File: config.mk
export PLATFORM = sky130hd
export DESIGN_NAME = dto_tx_overhead
export DESIGN_NICKNAME = d
export VERILOG_FILES = /design/src/rtl/dto_pkg.sv /design/src/rtl/dto_stream_if.sv /design/src/rtl/dto_slot_map.sv /design/src/rtl/dto_buffer.sv /design/src/rtl/dto_tx_overhead.sv
export SDC_FILE = /design/constraint.sdc
export NUM_CORES = 1
export LEC_CHECK = 0
export ABC_CLOCK_PERIOD_IN_PS = 6400
export BUFFER_PORTS_ARGS = -buffer_cell sky130_fd_sc_hd__buf_2
export CAP_MARGIN = 20
export CELL_PAD_IN_SITES_DETAIL_PLACEMENT = 0
export CELL_PAD_IN_SITES_GLOBAL_PLACEMENT = 1
export CORE_MARGIN = 10
export CORE_UTILIZATION = 45
export CTS_BUF_LIST = sky130_fd_sc_hd__clkbuf_4 sky130_fd_sc_hd__clkbuf_8
export DETAILED_ROUTE_END_ITERATION = 16
export PLACE_DENSITY_LB_ADDON = 0.1
export SLEW_MARGIN = 20
export SYNTH_ARGS = -nofsm -noshare
export SYNTH_HDL_FRONTEND = slang
export SYNTH_SLANG_ARGS = --single-unit
File: constraint.sdc
create_clock -name clk -period 6.4 [get_ports clk]
set_input_delay 0.64 -clock clk [delete_from_list [all_inputs] [get_ports clk]]
set_output_delay 0.64 -clock clk [all_outputs]
set_load 0.02 [all_outputs]
File: src/rtl/dto_pkg.sv
package dto_pkg;

  // Frame geometry: 56 blocks of 85 bits, the first bit of each is overhead.
  localparam int BLOCK_BITS = 85;
  localparam int OH_BITS = 56;
  localparam logic [6:0] LAST_POS = 7'h54;
  localparam logic [5:0] LAST_IDX = 6'h37;
  localparam logic [6:0] OH_POS = 7'h00;
  localparam logic [6:0] LATE_SAMPLE_POS = 7'h01;

  // Counters start two bits before the first overhead bit after reset.
  localparam logic [6:0] RESET_POS = 7'h53;
  localparam logic [5:0] RESET_IDX = 6'h37;

  // Subframe layout of the first bit of each subframe.
  localparam logic [2:0] X_LAST_SUB = 3'h1;
  localparam logic [2:0] P_LAST_SUB = 3'h3;
  localparam logic [2:0] M_FIRST_SUB = 3'h4;

  // Subframe holding the far-end alarm code in its third C slot.
  localparam logic [2:0] ALARM_SUB = 3'h0;
  localparam logic [1:0] ALARM_CODE_SLOT = 2'h2;
  localparam logic [2:0] END_PARITY_SUB = 3'h2;
  localparam logic [2:0] BLOCK_ERR_SUB = 3'h3;
  localparam logic [2:0] PATH_LINK_SUB = 3'h4;

  // Framing patterns, F1 in bit 0 and M1 in bit 0.
  localparam logic [3:0] F_PATTERN = 4'h9;
  localparam logic [2:0] M_PATTERN = 3'h2;

  // Value sent where nothing supplies a bit.
  localparam logic IDLE_BIT = 1'h1;

  // Depth of the buffer on the maintenance link path.
  localparam int LINK_BUF_DEPTH = 2;

  typedef enum logic [3:0] {
    OH_FSYNC,
    OH_PARITY,
    OH_END_PARITY,
    OH_ALARM_X,
    OH_ALARM_CODE,
    OH_BLOCK_ERR,
    OH_USER_LINK,
    OH_PATH_LINK,
    OH_FIXED
  } dto_oh_class_t;

endpackage

File: src/rtl/dto_stream_if.sv
`timescale 1ns/1ps
// Valid/ready word stream between the block's own modules.
interface dto_stream_if #(parameter int W = 1) ();
  logic valid;
  logic ready;
  logic [W-1:0] data;
  modport src (output valid, output data, input ready);
  modport snk (input valid, input data, output ready);
endinterface

File: src/rtl/dto_slot_map.sv
`timescale 1ns/1ps
// Maps an overhead index to its kind and its framing value.
module dto_slot_map (
  input logic [5:0] oh_index,
  output dto_pkg::dto_oh_class_t oh_class,
  output logic sync_value
);

  logic [2:0] sub;
  logic [2:0] blk;
  logic [1:0] cslot;

  // Index = subframe * 8 + block; odd blocks are F, even nonzero are C.
  always_comb
  begin
    sub = oh_index[5:3];
    blk = oh_index[2:0];
    cslot = 2'(blk[2:1] - 2'h1);
    sync_value = 1'h0;
    oh_class = dto_pkg::OH_FIXED;
    if (blk == 3'h0)
    begin
      if (sub <= dto_pkg::X_LAST_SUB)
        oh_class = dto_pkg::OH_ALARM_X;
      else if (sub <= dto_pkg::P_LAST_SUB)
        oh_class = dto_pkg::OH_PARITY;
      else
      begin
        oh_class = dto_pkg::OH_FSYNC;
        sync_value = dto_pkg::M_PATTERN[2'(sub - dto_pkg::M_FIRST_SUB)];
      end
    end
    else if (blk[0])
    begin
      oh_class = dto_pkg::OH_FSYNC;
      sync_value = dto_pkg::F_PATTERN[blk[2:1]];
    end
    else if (sub == dto_pkg::ALARM_SUB)
      oh_class = (cslot == dto_pkg::ALARM_CODE_SLOT)
                 ? dto_pkg::OH_ALARM_CODE
                 : dto_pkg::OH_FIXED;
    else if (sub == dto_pkg::END_PARITY_SUB)
      oh_class = dto_pkg::OH_END_PARITY;
    else if (sub == dto_pkg::BLOCK_ERR_SUB)
      oh_class = dto_pkg::OH_BLOCK_ERR;
    else if (sub == dto_pkg::PATH_LINK_SUB)
      oh_class = dto_pkg::OH_PATH_LINK;
    else
      oh_class = dto_pkg::OH_USER_LINK;
  end

endmodule

File: src/rtl/dto_buffer.sv
`timescale 1ns/1ps
// Small FIFO; a full buffer holds its ready low so the source waits.
module dto_buffer #(
  parameter int W = 1,
  parameter int DEPTH = 2
) (
  input logic clk,
  input logic rst_n,
  dto_stream_if.snk in_s,
  dto_stream_if.src out_s
);

  localparam int AW = (DEPTH > 1) ? $clog2(DEPTH) : 1;

  logic [W-1:0] mem_r [DEPTH];
  logic [W-1:0] mem_nxt [DEPTH];
  logic [AW-1:0] wp_r, wp_nxt, rp_r, rp_nxt;
  logic [AW:0] cnt_r, cnt_nxt;
  logic push, pop;

  function automatic logic [AW-1:0] bump(input logic [AW-1:0] p);
    bump = (p == AW'(DEPTH - 1)) ? '0 : AW'(p + 1'b1);
  endfunction

  assign in_s.ready = (cnt_r != (AW+1)'(DEPTH));
  assign out_s.valid = (cnt_r != '0);
  assign out_s.data = mem_r[rp_r];
  assign push = in_s.valid & in_s.ready;
  assign pop = out_s.valid & out_s.ready;

  // Pointer and fill count update; push and pop may share a cycle.
  always_comb
  begin
    mem_nxt = mem_r;
    wp_nxt = wp_r;
    rp_nxt = rp_r;
    cnt_nxt = cnt_r;
    if (push)
    begin
      mem_nxt[wp_r] = in_s.data;
      wp_nxt = bump(wp_r);
    end
    if (pop)
      rp_nxt = bump(rp_r);
    if (push && !pop)
      cnt_nxt = (AW+1)'(cnt_r + 1'b1);
    else if (pop && !push)
      cnt_nxt = (AW+1)'(cnt_r - 1'b1);
  end

  always_ff @(posedge clk)
  begin
    if (!rst_n)
    begin
      wp_r <= '0;
      rp_r <= '0;
      cnt_r <= '0;
      for (int i = 0; i < DEPTH; i++)
        mem_r[i] <= '0;
    end
    else
    begin
      wp_r <= wp_nxt;
      rp_r <= rp_nxt;
      cnt_r <= cnt_nxt;
      mem_r <= mem_nxt;
    end
  end

endmodule

File: src/rtl/dto_tx_overhead.sv
`timescale 1ns/1ps
module dto_tx_overhead #(
  parameter int LINK_DEPTH = dto_pkg::LINK_BUF_DEPTH
) (
  input logic clk,
  input logic rst_n,
  input logic transmit_input_clock,
  input logic method_select,
  input logic mask_fsync,
  input logic mask_parity,
  input logic path_link_from_lapd,
  input logic parity_bit,
  input logic alarm_x_bit,
  input logic alarm_code_bit,
  input logic block_error_bit,
  input logic end_parity_default_bit,
  input logic lapd_valid,
  input logic lapd_data,
  output logic lapd_ready,
  input logic overhead_serial_in,
  input logic overhead_insert_enable,
  output logic overhead_bit_clock,
  output logic overhead_frame_marker,
  output logic overhead_slot_enable,
  output logic oh_bit_valid,
  output logic oh_bit_value,
  output logic [5:0] oh_bit_index,
  output logic oh_bit_inserted
);

  // Pin synchronisers; stage one feeds only stage two.
  logic tic_s1_r, tic_s2_r, tic_s3_r;
  logic ins_s1_r, ins_s2_r;
  logic din_s1_r, din_s2_r;
  logic bit_en;

  // Frame position counters.
  logic [6:0] pos_r, pos_nxt;
  logic [5:0] idx_r, idx_nxt;

  // Per-position store of values sampled in the previous frame.
  logic [55:0] flag_r, flag_nxt;
  logic [55:0] val_r, val_nxt;

  // Registered port outputs.
  logic ohclk_r, ohclk_nxt;
  logic frame_r, frame_nxt;
  logic slot_r, slot_nxt;
  logic ovalid_r, ovalid_nxt;
  logic ovalue_r, ovalue_nxt;
  logic [5:0] oindex_r, oindex_nxt;
  logic oins_r, oins_nxt;

  // Decode of the overhead bit at the next position.
  dto_pkg::dto_oh_class_t oh_class;
  logic sync_value;
  logic oh_enter;
  logic samp_edge;
  logic insertable;
  logic ext_flag;
  logic ext_val;

  dto_stream_if #(.W(1)) lapd_in ();
  dto_stream_if #(.W(1)) lapd_out ();

  // Maintenance link bits wait here so a late slot loses no bit.
  assign lapd_in.valid = lapd_valid;
  assign lapd_in.data = lapd_data;
  assign lapd_ready = lapd_in.ready;

  dto_buffer #(
    .W(1),
    .DEPTH(LINK_DEPTH)
  ) u_link_buf (
    .clk(clk),
    .rst_n(rst_n),
    .in_s(lapd_in),
    .out_s(lapd_out)
  );

  dto_slot_map u_slot_map (
    .oh_index(idx_nxt),
    .oh_class(oh_class),
    .sync_value(sync_value)
  );

  // The input clock and port pins are asynchronous to clk.
  always_ff @(posedge clk)
  begin
    if (!rst_n)
    begin
      tic_s1_r <= 1'h0;
      tic_s2_r <= 1'h0;
      tic_s3_r <= 1'h0;
      ins_s1_r <= 1'h0;
      ins_s2_r <= 1'h0;
      din_s1_r <= 1'h0;
      din_s2_r <= 1'h0;
    end
    else
    begin
      tic_s1_r <= transmit_input_clock;
      tic_s2_r <= tic_s1_r;
      tic_s3_r <= tic_s2_r;
      ins_s1_r <= overhead_insert_enable;
      ins_s2_r <= ins_s1_r;
      din_s1_r <= overhead_serial_in;
      din_s2_r <= din_s1_r;
    end
  end

  // One DS3 bit per rising edge of the input clock.
  assign bit_en = tic_s2_r & ~tic_s3_r;

  // Bit counter within a block, and block counter within the frame.
  always_comb
  begin
    pos_nxt = pos_r;
    idx_nxt = idx_r;
    if (bit_en)
    begin
      if (pos_r == dto_pkg::LAST_POS)
      begin
        pos_nxt = dto_pkg::OH_POS;
        idx_nxt = (idx_r == dto_pkg::LAST_IDX)
                  ? 6'h00 : 6'(idx_r + 6'h01);
      end
      else
        pos_nxt = 7'(pos_r + 7'h01);
    end
  end

  always_ff @(posedge clk)
  begin
    if (!rst_n)
    begin
      pos_r <= dto_pkg::RESET_POS;
      idx_r <= dto_pkg::RESET_IDX;
    end
    else
    begin
      pos_r <= pos_nxt;
      idx_r <= idx_nxt;
    end
  end

  // In method one, entering an overhead bit is also the falling bit clock edge.
  assign oh_enter = bit_en & (pos_nxt == dto_pkg::OH_POS);

  // Method two samples at the end of the slot, so data had a full bit.
  assign samp_edge = method_select
                     ? (bit_en & (pos_nxt == dto_pkg::LATE_SAMPLE_POS))
                     : oh_enter;

  assign ext_flag = flag_r[idx_nxt];
  assign ext_val = val_r[idx_nxt];

  // Only these kinds accept a port value; the rest drop it.
  always_comb
  begin
    insertable = 1'h0;
    unique case (oh_class)
      dto_pkg::OH_END_PARITY,
      dto_pkg::OH_ALARM_X,
      dto_pkg::OH_ALARM_CODE,
      dto_pkg::OH_BLOCK_ERR,
      dto_pkg::OH_USER_LINK:
        insertable = 1'h1;
      dto_pkg::OH_PATH_LINK:
        insertable = ~path_link_from_lapd;
      dto_pkg::OH_FSYNC,
      dto_pkg::OH_PARITY,
      dto_pkg::OH_FIXED:
        insertable = 1'h0;
    endcase
  end

  // Capture at the sampling edge; a low enable clears the stored flag.
  always_comb
  begin
    flag_nxt = flag_r;
    val_nxt = val_r;
    if (samp_edge)
    begin
      flag_nxt[idx_nxt] = ins_s2_r & insertable;
      if (ins_s2_r && insertable)
        val_nxt[idx_nxt] = din_s2_r;
    end
  end

  // Overhead value selection; the store is read before this edge writes it.
  always_comb
  begin
    ovalid_nxt = oh_enter;
    oindex_nxt = oindex_r;
    ovalue_nxt = ovalue_r;
    oins_nxt = oins_r;
    lapd_out.ready = 1'h0;
    if (oh_enter)
    begin
      oindex_nxt = idx_nxt;
      oins_nxt = 1'h0;
      unique case (oh_class)
        dto_pkg::OH_FSYNC:
          ovalue_nxt = sync_value ^ mask_fsync;
        dto_pkg::OH_PARITY:
          ovalue_nxt = parity_bit ^ mask_parity;
        dto_pkg::OH_END_PARITY:
        begin
          ovalue_nxt = ext_flag ? ext_val : end_parity_default_bit;
          oins_nxt = ext_flag;
        end
        dto_pkg::OH_ALARM_X:
        begin
          ovalue_nxt = ext_flag ? ext_val : alarm_x_bit;
          oins_nxt = ext_flag;
        end
        dto_pkg::OH_ALARM_CODE:
        begin
          ovalue_nxt = ext_flag ? ext_val : alarm_code_bit;
          oins_nxt = ext_flag;
        end
        dto_pkg::OH_BLOCK_ERR:
        begin
          ovalue_nxt = ext_flag ? ext_val : block_error_bit;
          oins_nxt = ext_flag;
        end
        dto_pkg::OH_USER_LINK:
        begin
          ovalue_nxt = ext_flag ? ext_val : dto_pkg::IDLE_BIT;
          oins_nxt = ext_flag;
        end
        dto_pkg::OH_PATH_LINK:
        begin
          if (path_link_from_lapd)
          begin
            lapd_out.ready = 1'h1;
            ovalue_nxt = lapd_out.valid ? lapd_out.data : dto_pkg::IDLE_BIT;
          end
          else
          begin
            ovalue_nxt = ext_flag ? ext_val : dto_pkg::IDLE_BIT;
            oins_nxt = ext_flag;
          end
        end
        dto_pkg::OH_FIXED:
          ovalue_nxt = dto_pkg::IDLE_BIT;
      endcase
    end
  end

  // Port strobes change only on bit boundaries, one bit period each.
  always_comb
  begin
    ohclk_nxt = ohclk_r;
    frame_nxt = frame_r;
    slot_nxt = slot_r;
    if (bit_en)
    begin
      ohclk_nxt = ~method_select & (pos_nxt == dto_pkg::LAST_POS);
      frame_nxt = (pos_nxt == dto_pkg::LAST_POS) &
                  (idx_nxt == dto_pkg::LAST_IDX);
      slot_nxt = method_select & (pos_nxt == dto_pkg::OH_POS);
    end
  end

  always_ff @(posedge clk)
  begin
    if (!rst_n)
    begin
      flag_r <= '0;
      val_r <= '0;
      ohclk_r <= 1'h0;
      frame_r <= 1'h0;
      slot_r <= 1'h0;
      ovalid_r <= 1'h0;
      ovalue_r <= 1'h0;
      oindex_r <= 6'h00;
      oins_r <= 1'h0;
    end
    else
    begin
      flag_r <= flag_nxt;
      val_r <= val_nxt;
      ohclk_r <= ohclk_nxt;
      frame_r <= frame_nxt;
      slot_r <= slot_nxt;
      ovalid_r <= ovalid_nxt;
      ovalue_r <= ovalue_nxt;
      oindex_r <= oindex_nxt;
      oins_r <= oins_nxt;
    end
  end

  // The three overhead port strobes and the four per-bit result signals.
  assign overhead_bit_clock = ohclk_r;
  assign overhead_frame_marker = frame_r;
  assign overhead_slot_enable = slot_r;
  assign oh_bit_valid = ovalid_r;
  assign oh_bit_value = ovalue_r;
  assign oh_bit_index = oindex_r;
  assign oh_bit_inserted = oins_r;

endmodule

Word level (Yosys, flattened, before mapping)
Cells that the tools add are included.

Bits of input ports: 16. Bits in writable memories: 0. Output and inout bits: 13. Bits in registers: 150. Word-level logic and storage cells: 145. Memories kept: 0. Latch bits: 0. Bits in read-only memories: 0.

$mul: 0. Multiplexer cells: 55. Reduce and logical (&&, ||, !) cells: 16. Bitwise gates (word level): 16. Equal/unequal tests: 18. Shift-type cells: 0. Divide/modulo/power cells: 0. Magnitude comparators: 9. $add $sub $neg: 8.

Operators with widths (count): 56-bit bitwise mux (2); 1-bit 2-to-1 mux (29); 4-bit 2-to-1 mux (7); 6-bit 2-to-1 mux (3); 4-bit by 3-bit == test with 1-bit output, second input constant (4); 7-bit == test, second input constant (2); 7-bit 2-to-1 mux (2); 1-bit binary-select mux with 6-bit select (2); 6-bit == test, second input constant (2); 1-bit AND (9); 1-bit one-hot mux with 9 select lines (1); 4-bit by 2-bit == test with 1-bit output, second input constant (2); 7-bit by 1-bit adder with 7-bit output, second input constant (1); 7-bit by 1-bit == test with 1-bit output, second input constant (1); 7-bit zero test (1); 6-bit by 7-bit less-than comparator with 1-bit output, second input constant (1); 6-bit by 1-bit adder with 6-bit output, second input constant (1); 1-bit demux with 6-bit select (1); 3-bit by 2-bit == test with 1-bit output, second input constant (2); 6-bit by 1-bit greater-or-equal comparator with 1-bit output, second input constant (1); 3-bit zero test (2); 2-bit by 3-bit less-than comparator with 1-bit output, second input constant (2); 2-bit by 1-bit subtractor with 2-bit output, second input constant (3); 1-bit logical AND (5); 26 further kinds (36).

Logic depth before layout (Yosys ltp)
Gate-level depths: netlist of run 1.

Depth in word-level cells: 18. Gate-level depth with buffers: 18. Mapped depth without buffers: 14.

Cells and area by module
Synthesis of run 1 repeated with hierarchy kept, for this count alone.

Cell total of the unflattened synthesis: 1100. Area total of the unflattened synthesis: 8582.0 um^2.

Modules (own cells, without submodules): dto_tx_overhead (sequential area each 2882.8 um^2, cells each 1049, times used 1, area each 8176.6 um^2); dto_buffer (sequential area each 120.1 um^2, cells each 32, times used 1, area each 286.5 um^2); dto_slot_map (sequential area each 0.0 um^2, cells each 19, times used 1, area each 118.9 um^2).

Worst setup path before layout of run 1
OpenSTA, ideal clock, no wires.

Path type: flip-flop to flip-flop. Start: register pos_r[0]. End: register u_link_buf.cnt_r[1]. Stages on the path, launching flop included: 16. Data required time: 6329 ps. Library setup time: 71 ps. Path slack: 2663 ps. Buffers on the path: 3. Arrival: 3666 ps. Path through: dfxtp_1 > inv_1 > ha_1 > and4b_1 > buf_2 > nand4_1 > and2_1 > clkbuf_1 > inv_1 > ha_1 > clkbuf_1 > o2111ai_2 > or4_1 > ha_1 > or3_1 > a21oi_1.

Elaborated cells on any way between the ends: 35. Classes of those cells: add/sub (2); order compare (2); eq/ne (6); mux (16); bitwise (2); reduce/logical (7).

RTL lines: start: declaration (RTL line dto_tx_overhead.sv:38) `logic [6:0] pos_r, pos_nxt;`; start signal: assignment (RTL line dto_tx_overhead.sv:137) `pos_r <= dto_pkg::RESET_POS;`; start signal: assignment (RTL line dto_tx_overhead.sv:142) `pos_r <= pos_nxt;`; 7-bit == test * (RTL line dto_tx_overhead.sv:122) `if (pos_r == dto_pkg::LAST_POS)`; 6-bit 2-to-1 mux * (RTL line dto_tx_overhead.sv:122); 6-bit 2-to-1 mux * (RTL line dto_tx_overhead.sv:120) `if (bit_en)`; net idx_nxt[1] (RTL line dto_tx_overhead.sv:39) `logic [5:0] idx_r, idx_nxt;`; 2-bit by 1-bit subtractor with 2-bit output (RTL line dto_slot_map.sv:18) `cslot = 2'(blk[2:1] - 2'h1);`; 2-bit == test (RTL line dto_slot_map.sv:39) `oh_class = (cslot == dto_pkg::ALARM_CODE_SLOT)`; 4-bit 2-to-1 mux (RTL line dto_slot_map.sv:40) `? dto_pkg::OH_ALARM_CODE`; 4-bit 2-to-1 mux (RTL line dto_slot_map.sv:38) `else if (sub == dto_pkg::ALARM_SUB)`; 4-bit 2-to-1 mux (RTL line dto_slot_map.sv:33) `else if (blk[0])`; 4-bit 2-to-1 mux * (RTL line dto_slot_map.sv:21) `if (blk == 3'h0)`; 4-bit by 3-bit == test with 1-bit output * (RTL line dto_tx_overhead.sv:203) `unique case (oh_class)`; 1-bit 2-to-1 mux * (RTL line dto_tx_overhead.sv:203); 1-bit 2-to-1 mux * (RTL line dto_tx_overhead.sv:199) `if (oh_enter)`; 1-bit AND * (RTL line dto_buffer.sv:29) `assign pop = out_s.valid & out_s.ready;`; 1-bit zero test (RTL line dto_buffer.sv:45) `if (push && !pop)`; 1-bit logical AND (RTL line dto_buffer.sv:45); 2-bit 2-to-1 mux / 2-bit nonzero test (equally long branches); end signal: assignment (RTL line dto_buffer.sv:65) `cnt_r <= cnt_nxt;`; end: declaration (RTL line dto_buffer.sv:18) `logic [AW:0] cnt_r, cnt_nxt;`.

Mark *: on every way through the listed nets, which the timed path passes. The rest lies on a longest branch. A chain may end at the register's enable or synchronous reset.

Worst setup path in the final report of run 1
Start: register pos_r[0]. End: register val_r[2].

Elaborated cells on any way between the ends: 49. Classes of those cells: add/sub (2); order compare (4); eq/ne (14); mux (18); bitwise (2); reduce/logical (9).

RTL lines: 7-bit == test * (RTL line dto_tx_overhead.sv:122); 6-bit 2-to-1 mux * (RTL line dto_tx_overhead.sv:122); 6-bit 2-to-1 mux * (RTL line dto_tx_overhead.sv:120); net idx_nxt[1] (RTL line dto_tx_overhead.sv:39); 2-bit by 1-bit subtractor with 2-bit output (RTL line dto_slot_map.sv:18); 2-bit == test (RTL line dto_slot_map.sv:39); 4-bit 2-to-1 mux (RTL line dto_slot_map.sv:40); 4-bit 2-to-1 mux (RTL line dto_slot_map.sv:38); 4-bit 2-to-1 mux (RTL line dto_slot_map.sv:33); 4-bit 2-to-1 mux (RTL line dto_slot_map.sv:21); 4-bit by 3-bit == test with 1-bit output, or another cell as far along (RTL line dto_tx_overhead.sv:162) `unique case (oh_class)`; 5-bit OR reduction (no source line) / 3-bit OR reduction (equally long branches); 1-bit one-hot mux with 3 select lines (RTL line dto_tx_overhead.sv:162); 1-bit logical AND (RTL line dto_tx_overhead.sv:186) `if (ins_s2_r && insertable)`; 2-bit AND reduction (no source line); end signal: assignment (RTL line dto_tx_overhead.sv:284) `val_r <= val_nxt;`; end: declaration (RTL line dto_tx_overhead.sv:43) `logic [55:0] val_r, val_nxt;`.

Marked as above.

==> flow_metrics.env, run 1 <==
export IMPL_routedWlPerCell_um=21.6
export IMPL_core_area_um2=16600
export IMPL_tns_ns=0
export IMPL_whs_ns=0.366
export IMPL_synth_top_cell_area_share=0.394
export IMPL_async_reset_ff_frac=0
export IMPL_p_per_area_nw_per_um2=225
export IMPL_grt_pass1_wl_um=38600
export IMPL_p_leak_nw=3.14
export IMPL_skew_ns=0.0112
export IMPL_yosys_top_cells_count="dfxtp_1, nand2_1, nor2_1"
export IMPL_reg2reg_depth=14
export IMPL_reg2reg_slack_ns=1.70
export IMPL_areaGrowthSynthToFinish_pct=9.03
export IMPL_slew_viol_final=0
export IMPL_intPower_mw=1.42
export IMPL_pwr_share_seq=0.508
export IMPL_synth_simple_area_share=0.252
export IMPL_fmax_mhz=213
export IMPL_ant_nets=0
export IMPL_ctsHoldBuffers=0
export IMPL_cts_buffers=17
export IMPL_drcViolationCount=0
export IMPL_maxCapViolCount=0
export IMPL_clk_pin_slew_ns=0.09
export IMPL_hold_depth=2
export IMPL_drive_gt1_frac=0.133
export IMPL_synth_cells=910
export IMPL_switching_power_uw=441
export IMPL_std_cell_rows=47
export IMPL_ys_flop_type="dfxtp_1"
export IMPL_synthMuxAreaShare=0.0576
export IMPL_synth_edf_count=0
export IMPL_dieArea_um2=22500
export IMPL_fin_crit_ns=4.70
export IMPL_tritoncts="done"
export IMPL_boundaryPins=29
export IMPL_timing_rr_start="pos_r[0]"
export IMPL_synth_fa_ha_area_frac=0.0131
export IMPL_rsz0062_at_grt="false"
export IMPL_combPwrFrac=0.031
export IMPL_vdd_drop_max_v=0.000201
export IMPL_overflow=0
export IMPL_yosysMostFrequentCell="dfxtp_1"
export IMPL_hp_start="overhead_serial_in"
export IMPL_critPathLaunchType="flip-flop"
export IMPL_crit_path_end_kind="flip-flop"
export IMPL_critPathArrivalTime_ns=5.02
export IMPL_die_h_um=150
export IMPL_synth_compound_area_frac=0.224
export IMPL_hold_end="din_s1_r"
export IMPL_ys_warn_count=0
export IMPL_cts_max_path_buffers=2
export IMPL_cp_required_ns=6.73
export IMPL_grt_pass1_vias=6733
export IMPL_synth_seq_area_share=0.394
export IMPL_finalHoldViolCount=0
export IMPL_timing_max_slew_rel_slack=0.152
export IMPL_finalSetupViolations=0
export IMPL_cts_htree_levels=4
export IMPL_worstMarginPinSlew_ns=1.27
export IMPL_ctsResizeCount=0
export IMPL_finalCritPeriodShare=0.734
export IMPL_grt_max_degree=83
export IMPL_worstSetupPathType="flip-flop to flip-flop"
export IMPL_yosysTopAreaCell="dfxtp_1"
export IMPL_fin_nets=931
export IMPL_rr_endpoint="val_r[2]"
export IMPL_via_per_inst=6.10
export IMPL_first_pass_iters=5
export IMPL_post_cts_buffers=0
export IMPL_clockPowerShare=0.460
export IMPL_die_width_um=150
export IMPL_vias=6957
export IMPL_synth_area_um2=7620
export IMPL_ys_seq_elements=150
export IMPL_swShare=0.237
export IMPL_grt_use_total=0.219
export IMPL_synth_avg_cell_area_um2=8.37
export IMPL_routabilityCongestion=0.873
export IMPL_hold_class="input port to flip-flop"
export IMPL_port_buffer_count=28
export IMPL_antenna_found_initial=0
export IMPL_start_util=0.460
export IMPL_finalWirelength_um=24700
export IMPL_synth_xor_area_frac=0.0103
export IMPL_synth_top_family_by_area="simple AND/OR/NAND/NOR gates"
export IMPL_drtIter0Drc=724
export IMPL_place_hpwl_um=16700
export IMPL_worst_skew_pair_late_latency_ns=0.48
export IMPL_n_antenna_cell=0
export IMPL_yosys_cell_types_count=85
export IMPL_syn_nets=934
export IMPL_root_buffer="clkbuf_8"
export IMPL_status="finished clean"
export IMPL_cts_sinks=150
export IMPL_path_max_fanout=22
export IMPL_netlist_top_cells_area="dfxtp_1, nand2_1, mux2i_1"
[power groups by stage]
stage | clock (mW) | combinational, mW | sequential, mW
floorplan | 0 | 0.0423 | 0.966
global placement | 0 | 0.0560 | 0.970
detailed placement | 0 | 0.0583 | 0.971
CTS | 0.870 | 0.0587 | 0.948
global route | 0.906 | 0.0662 | 0.950
finish | 0.859 | 0.0585 | 0.949
[sequential cells by signal (all words and copies together) (netlist names), 2 cells and up]
signal,flops
idx_r,6
val_r,56
u_link_buf.mem_r,2
oh_bit_index,6
flag_r,56
u_link_buf.cnt_r,2
pos_r,7
[logic make-up after synthesis]
| family | count (synthesis) |
|---|---|
| mux | 43 |
| buf+inv | 83 |
| simple gates | 374 |
| fa+ha+maj | 8 |
| xor+xnor | 9 |
| compound gates | 243 |
| flops | 150 |
[worst max-delay path by stage]
stage,start,endpoint
after global placement,pos_r[0],val_r[50]
final,pos_r[0],val_r[2]
after floorplan,pos_r[0],u_link_buf.cnt_r[1]
after CTS,pos_r[0],val_r[2]
after global routing,pos_r[0],val_r[50]
after detailed placement,pos_r[0],val_r[2]
[cell usage in the layout (no fill, tap or decap), types with 5 or more instances in the layout]
cell	count
nand3_1	42
a211o_1	5
or2_2	6
o22ai_1	7
o211a_1	9
nor4_1	11
nor2_1	83
bufinv_16	5
nor3_1	12
nand2b_1	10
buf_4	15
o211ai_1	13
buf_2	28
dfxtp_1	149
clkbuf_8	17
and3_1	12
nand4_1	10
a21oi_1	52
nand2_1	110
mux2_2	7
inv_1	17
and2_1	39
xor2_1	5
o21ai_0	55
nor2b_1	6
a31oi_1	22
mux2i_1	36
a211oi_1	17
ha_1	8
[layout make-up]
cell class	instances	area, um^2
tap	220	275
clock buffer	17	234
fill	1609	8270
clock inverter	15	225
sequential	150	3000
multi-input combinational	677	4250
timing repair buffer	43	253
inverter	18	67.6
[critical path, stage by stage (launching register included)]
cell and delay, ns:
dfxtp_1 0.37, inv_1 0.11, ha_1 0.23, and4b_1 0.52, nand4_1 0.21, and2_1 0.36, inv_1 0.28, ha_1 0.53
o2111ai_2 0.31, nor4_4 0.82, nor2_2 0.14, buf_4 0.27, nand2_1 0.13, mux2i_1 0.20, nor2_1 0.05
[metal layers]
metal | track usage | part of all wire
met5 | 0 | 0
met1 | 0.293 | 0.46
met4 | 0.0889 | 0.025
met3 | 0.0399 | 0.058
met2 | 0.341 | 0.46
[stage by stage]
| stage | std cells | utilization | total power [mW] | worst slack [ns] | cell area (um^2) |
|---|---|---|---|---|---|
| 6_report | 1140 | 0.501 | 1.87 | 1.70 | 8310 |
| 3_5_place_dp | 1108 | 0.473 | 1.03 | 1.82 | 7850 |
| 4_1_cts | 1140 | 0.501 | 1.88 | 1.78 | 8310 |
| 3_3_place_gp | 1108 | 0.473 | 1.03 | 1.90 | 7850 |
| 2_1_floorplan | 910 | - | 1.01 | 2.66 | 7620 |
| 5_1_grt | 1140 | 0.501 | 1.92 | 1.46 | 8310 |
(Power assumes the default switching activity.)
==> inputs of run 2 (changes only) <==
--- a/config.mk
+++ b/config.mk
@@ -5,7 +5,7 @@
 export SDC_FILE = /design/constraint.sdc
 export NUM_CORES = 1
 export LEC_CHECK = 0
-export ABC_CLOCK_PERIOD_IN_PS = 6400
+export ABC_CLOCK_PERIOD_IN_PS = 4700
 export BUFFER_PORTS_ARGS = -buffer_cell sky130_fd_sc_hd__buf_2
 export CAP_MARGIN = 20
 export CELL_PAD_IN_SITES_DETAIL_PLACEMENT = 0
==> constraint.sdc (replaced) <==
create_clock -name clk -period 4.7 [get_ports clk]
set_input_delay 0.47 -clock clk [delete_from_list [all_inputs] [get_ports clk]]
set_output_delay 0.47 -clock clk [all_outputs]
set_load 0.02 [all_outputs]
==> run 2 against run 1 <==
Against the previous run:
- hold slack lost 0.17 ns
- first-iteration DRC count up 6.4%
- routed wire length increased by 1.5%
- sequential power grew 36%
- sequential share of layout area shrank 0.42 points
- final area increased by 1.2%
- non-clock buffer count increased by 21
- fmax increased by 7.7%
- utilization is 0.59 points higher
- power grew 28%
- critical path type unchanged
- critical endpoint is now val_r[14]
==> flow_metrics.env, run 2 (synthesized netlist as in run 1, its figures left out) <==
export IMPL_wl_met2_um=11200
export IMPL_critPathLaunchType="flip-flop"
export IMPL_ctsHoldBuffers=0
export IMPL_p_per_area_nw_per_um2=284
export IMPL_cts_max_path_buffers=2
export IMPL_fin_nets=952
export IMPL_grt_use_total=0.222
export IMPL_maxCapViolCount=0
export IMPL_p_leak_nw=3.23
export IMPL_fin_crit_ns=4.36
export IMPL_std_cell_rows=47
export IMPL_met1Wirelength_um=11700
export IMPL_layout_commonest_cell="dfxtp_1"
export IMPL_final_cells=1161
export IMPL_fmax_mhz=229
export IMPL_die_width_um=150
export IMPL_ant_nets=0
export IMPL_status="finished clean"
export IMPL_die_h_um=150
export IMPL_routedWlPerCell_um=21.5
export IMPL_clk_pin_slew_ns=0.09
export IMPL_areaGrowthSynthToFinish_pct=10.3
export IMPL_layout_common_cells="dfxtp_1, nand2_1, nor2_1"
export IMPL_reg_top3="flag_r (56), val_r (56), pos_r (7)"
export IMPL_drtIter0Drc=770
export IMPL_via_per_inst=6.02
export IMPL_vdd_drop_max_v=0.000176
export IMPL_critPathArrivalTime_ns=4.76
export IMPL_fin_util=0.507
export IMPL_worstSetupPathType="flip-flop to flip-flop"
export IMPL_top_layer_used="met4"
export IMPL_path_max_fanout=15
export IMPL_grt_pass1_wl_um=38700
export IMPL_boundaryPins=29
export IMPL_start_util=0.460
export IMPL_max_stage_delay_ns=0.79
export IMPL_root_buffer="clkbuf_8"
export IMPL_cp_required_ns=5.10
export IMPL_cts_htree_levels=4
export IMPL_dieArea_um2=22500
export IMPL_vias=6992
export IMPL_worst_skew_pair_late_latency_ns=0.48
export IMPL_cts_buffers=17
export IMPL_place_hpwl_um=17500
export IMPL_dp_cells=1129
export IMPL_finalCritPeriodShare=0.927
export IMPL_reg2reg_depth=14
export IMPL_drive_gt1_frac=0.152
export IMPL_tns_ns=0
export IMPL_crit_chain="inv_1, ha_1, and4b_1, nand4_1, and2_1, inv_1, ha_1, o2111ai_2, nor4_4, nor2_2, buf_4, nand2_1, nand2_1, a21oi_1"
export IMPL_slew_viol_final=0
export IMPL_post_cts_buffers=0
export IMPL_finalWirelength_um=25000
export IMPL_cts_sinks=150
export IMPL_port_buffer_count=28
export IMPL_grt_pass1_vias=6685
export IMPL_n_antenna_cell=0
export IMPL_finalSetupViolations=0
export IMPL_tritoncts="done"
export IMPL_antenna_found_initial=0
export IMPL_rsz0062_at_grt="false"
export IMPL_timing_max_slew_rel_slack=0.423
export IMPL_skew_ns=0.0210
export IMPL_core_area_um2=16600
export IMPL_grt_max_degree=66
export IMPL_routabilityCongestion=0.929
export IMPL_hold_depth=2
export IMPL_dr_wl_met3_um=1410
export IMPL_hold_class="input port to flip-flop"
export IMPL_crit_path_end_kind="flip-flop"
export IMPL_overflow=0
export IMPL_first_pass_iters=5
export IMPL_worstMarginPinSlew_ns=0.859
export IMPL_ctsResizeCount=0
export IMPL_cp_slowest_cell="nor4_4"
export IMPL_drcViolationCount=0
export IMPL_finalHoldViolCount=0
[run 2: cell types whose count changed in the layout (fill, tap and decap cells not counted), moves of 2 or more]
cell | before | now
bufinv_16 | 5 | 1
clkinvlp_4 | 4 | 1
inv_8 | 0 | 4
clkinv_4 | 2 | 4
buf_4 | 15 | 36
[run 2: power breakdown]
part / total, mW / switching, mW / internal [mW]
logic: 0.0823 / 0.0548 / 0.0275
clock network: 1.02 / 0.574 / 0.443
registers: 1.29 / 0.0118 / 1.28
total: 2.39 / 0.641 / 1.75
[run 2: worst paths after layout]
check,endpoint,from,slack (ns)
worst max-delay path,val_r[14],pos_r[0],0.34
worst min-delay path,din_s1_r,overhead_serial_in,0.20
worst max register to register,val_r[14],pos_r[0],0.34
worst min register to register,flag_r[19],flag_r[19],0.44
[run 2: routing by layer]
layer	GRT usage	up-vias
li1	-	3323
met1	0.304	3367
met2	0.335	259
met3	0.0456	43
met4	0.0875	0
met5	0	-
[run 2: per-stage QoR]
step           setup WS [ns]  hold WS, ns  power, mW  area [um^2]
2_1_floorplan          0.963        0.409       1.37         7620
3_3_place_gp           0.608        0.414       1.40         8010
3_5_place_dp           0.479        0.424       1.40         8010
4_1_cts                0.431        0.177       2.42         8410
5_1_grt               0.0995        0.173       2.48         8410
6_report               0.341        0.200       2.39         8410
[run 2: final cells by class]
class	count	area, um^2
Sequential cell	150	3000
Multi-Input combinational cell	677	4250
Timing Repair Buffer	64	410
Clock buffer	17	234
Inverter	18	67.6
Clock inverter	15	165
Tap cell	220	275
Fill cell	1628	8180
[run 2: critical path, delay by kind of cell, from the launching register on]
family	cells	cell delay, ns
AND/OR/NAND/NOR	7	2.24
adder cells (fa/ha/maj)	2	0.64
buffers and inverters	3	0.61
AO/OA/AOI/OAI	2	0.40
flip-flops	1	0.38
==> inputs of run 3 (changes only) <==
--- a/config.mk
+++ b/config.mk
@@ -6,7 +6,6 @@
 export NUM_CORES = 1
 export LEC_CHECK = 0
 export ABC_CLOCK_PERIOD_IN_PS = 4700
-export BUFFER_PORTS_ARGS = -buffer_cell sky130_fd_sc_hd__buf_2
 export CAP_MARGIN = 20
 export CELL_PAD_IN_SITES_DETAIL_PLACEMENT = 0
 export CELL_PAD_IN_SITES_GLOBAL_PLACEMENT = 1
@@ -14,6 +13,7 @@
 export CORE_UTILIZATION = 45
 export CTS_BUF_LIST = sky130_fd_sc_hd__clkbuf_4 sky130_fd_sc_hd__clkbuf_8
 export DETAILED_ROUTE_END_ITERATION = 16
+export DONT_BUFFER_PORTS = 1
 export PLACE_DENSITY_LB_ADDON = 0.1
 export SLEW_MARGIN = 20
 export SYNTH_ARGS = -nofsm -noshare
==> run 3 against run 2 <==
Against the previous run:
- register-to-register slack improved by 0.095 ns
- die area did not move
- cell count fell by 2.7%
- flip-flop and latch count did not move
- highest routed layer unchanged
==> flow_metrics.env, run 3 (synthesized netlist as in run 1, its figures left out) <==
export IMPL_status="finished clean"
export IMPL_die_width_um=150
export IMPL_tritoncts="done"
export IMPL_skew_ns=0.0133
export IMPL_vdd_drop_max_v=0.000175
export IMPL_pwr_share_seq=0.549
export IMPL_worst_skew_pair_late_latency_ns=0.47
export IMPL_fmax_mhz=235
export IMPL_root_buffer="clkbuf_8"
export IMPL_critPathArrivalTime_ns=4.58
export IMPL_finalSetupViolations=0
export IMPL_intPower_mw=1.74
export IMPL_drcViolationCount=0
export IMPL_p_per_area_nw_per_um2=286
export IMPL_dieArea_um2=22500
export IMPL_finalWirelength_um=25100
export IMPL_fin_util=0.496
export IMPL_post_cts_buffers=0
export IMPL_slew_viol_final=0
export IMPL_tns_ns=0
export IMPL_port_buffer_count=0
export IMPL_boundaryPins=29
export IMPL_clk_pin_slew_ns=0.09
export IMPL_std_cell_rows=47
export IMPL_cp_top_family="simple AND/OR/NAND/NOR gates"
export IMPL_multi_input_area_um2=4250
export IMPL_cts_sinks=150
export IMPL_cp_required_ns=5.02
export IMPL_finalHoldViolCount=0
export IMPL_p_leak_nw=3.07
export IMPL_combPwrFrac=0.026
export IMPL_final_seq_area_um2=3000
export IMPL_via_per_inst=6.13
export IMPL_areaGrowthSynthToFinish_pct=7.95
export IMPL_crit_path_end_kind="flip-flop"
export IMPL_crit_buf_inv=1
export IMPL_maxCapViolCount=0
export IMPL_core_area_um2=16600
export IMPL_crit_chain="nand3_1, nor4_2, a21oi_2, nand3_2, o2111ai_4, nor4_4, nor2_2, buf_4, nand2_1, mux2i_1, nor2_1"
export IMPL_pre_cts_ws_ns=0.499
export IMPL_routabilityCongestion=0.929
export IMPL_cts_buffers=17
export IMPL_grt_pass1_wl_um=38900
export IMPL_final_cells=1130
export IMPL_dp_cells=1098
export IMPL_overflow=0
export IMPL_swShare=0.261
export IMPL_drtIter0Drc=617
export IMPL_power_mw=2.35
export IMPL_critPathLaunchType="flip-flop"
export IMPL_cts_htree_levels=4
export IMPL_path_max_fanout=20
export IMPL_grt_pass1_vias=6577
export IMPL_ctsResizeCount=0
export IMPL_rsz0062_at_grt="false"
export IMPL_drive_gt1_frac=0.123
export IMPL_first_pass_iters=8
export IMPL_finalCritPeriodShare=0.907
export IMPL_timing_max_slew_rel_slack=0.346
export IMPL_fin_nets=921
export IMPL_layout_commonest_cell="dfxtp_1"
export IMPL_max_stage_delay_ns=0.86
export IMPL_vias=6924
export IMPL_fin_crit_ns=4.26
export IMPL_start_util=0.460
export IMPL_routedWlPerCell_um=22.2
export IMPL_grt_use_total=0.223
export IMPL_worstSetupPathType="flip-flop to flip-flop"
export IMPL_grt_max_degree=70
export IMPL_reg_top3="flag_r (56), val_r (56), pos_r (7)"
export IMPL_hold_class="input port to flip-flop"
export IMPL_n_antenna_cell=0
export IMPL_switching_power_uw=613
export IMPL_die_h_um=150
export IMPL_finalWorstSetupSlack_ns=0.437
export IMPL_ant_nets=0
export IMPL_clockPowerShare=0.424
export IMPL_cp_slowest_cell="nor4_4"
export IMPL_ctsHoldBuffers=0
export IMPL_cts_max_path_buffers=2
export IMPL_worstMarginPinSlew_ns=0.982
export IMPL_place_hpwl_um=17400
export IMPL_layout_common_cells="dfxtp_1, nand2_1, nor2_1"
export IMPL_antenna_found_initial=0
export IMPL_n_fill_cell=1648
-- run 3: cell count changes in the layout (fill, tap and decap cells not counted), sizes merged --
cell / change
clkinvlp: +3
clkinv: -4
clkbuf: +1
buf: -31
-- run 3: layer usage --
metal / track usage / routed length, um / vias up
li1: - / - / 3268
met5: 0 / 0 / -
met2: 0.345 / 11300 / 232
met4: 0.0845 / 676 / 0
met1: 0.300 / 11600 / 3383
met3: 0.0471 / 1530 / 41
-- run 3: final timing paths --
check                               start   endpoint  slack [ns]  cells past startpoint
worst max-delay path             idx_r[2]   val_r[2]        0.44                     11
worst min register to register  flag_r[3]  flag_r[3]        0.44                      2
worst min-delay path                rst_n   idx_r[5]        0.08                      1
worst max register to register   idx_r[2]   val_r[2]        0.44                     11
-- run 3: cell type report --
class,instances,area share
inverter,18,0.00821
timing repair buffer,33,0.0301
clock inverter,14,0.0170
tap,220,0.0335
multi-input combinational,677,0.517
sequential,150,0.365
clock buffer,18,0.0294
-- run 3: power groups by stage --
stage	Clock, mW	Sequential [mW]	Combinational (mW)
3_5_place_dp	0	1.32	0.0618
5_1_grt	1.07	1.29	0.0691
6_report	0.999	1.29	0.0619
4_1_cts	1.01	1.29	0.0620
3_3_place_gp	0	1.32	0.0605
2_1_floorplan	0	1.32	0.0576
-- run 3: per-stage QoR --
| stage | instance area (um^2) | hold slack (ns) |
|---|---|---|
| 2_1_floorplan | 7620 | 0.409 |
| 5_1_grt | 8230 | 0.0560 |
| 3_3_place_gp | 7840 | 0.420 |
| 6_report | 8230 | 0.0834 |
| 4_1_cts | 8230 | 0.0522 |
| 3_5_place_dp | 7850 | 0.425 |
-- run 3: worst register-to-register path, delay by kind of cell, from the launching register on --
family                 cells  cell delay, ns
buffers and inverters      1            0.24
DFF                        1            0.73
AOI/OAI and AO/OA          2            0.46
muxes                      1            0.19
and+or+nand+nor            7            2.51
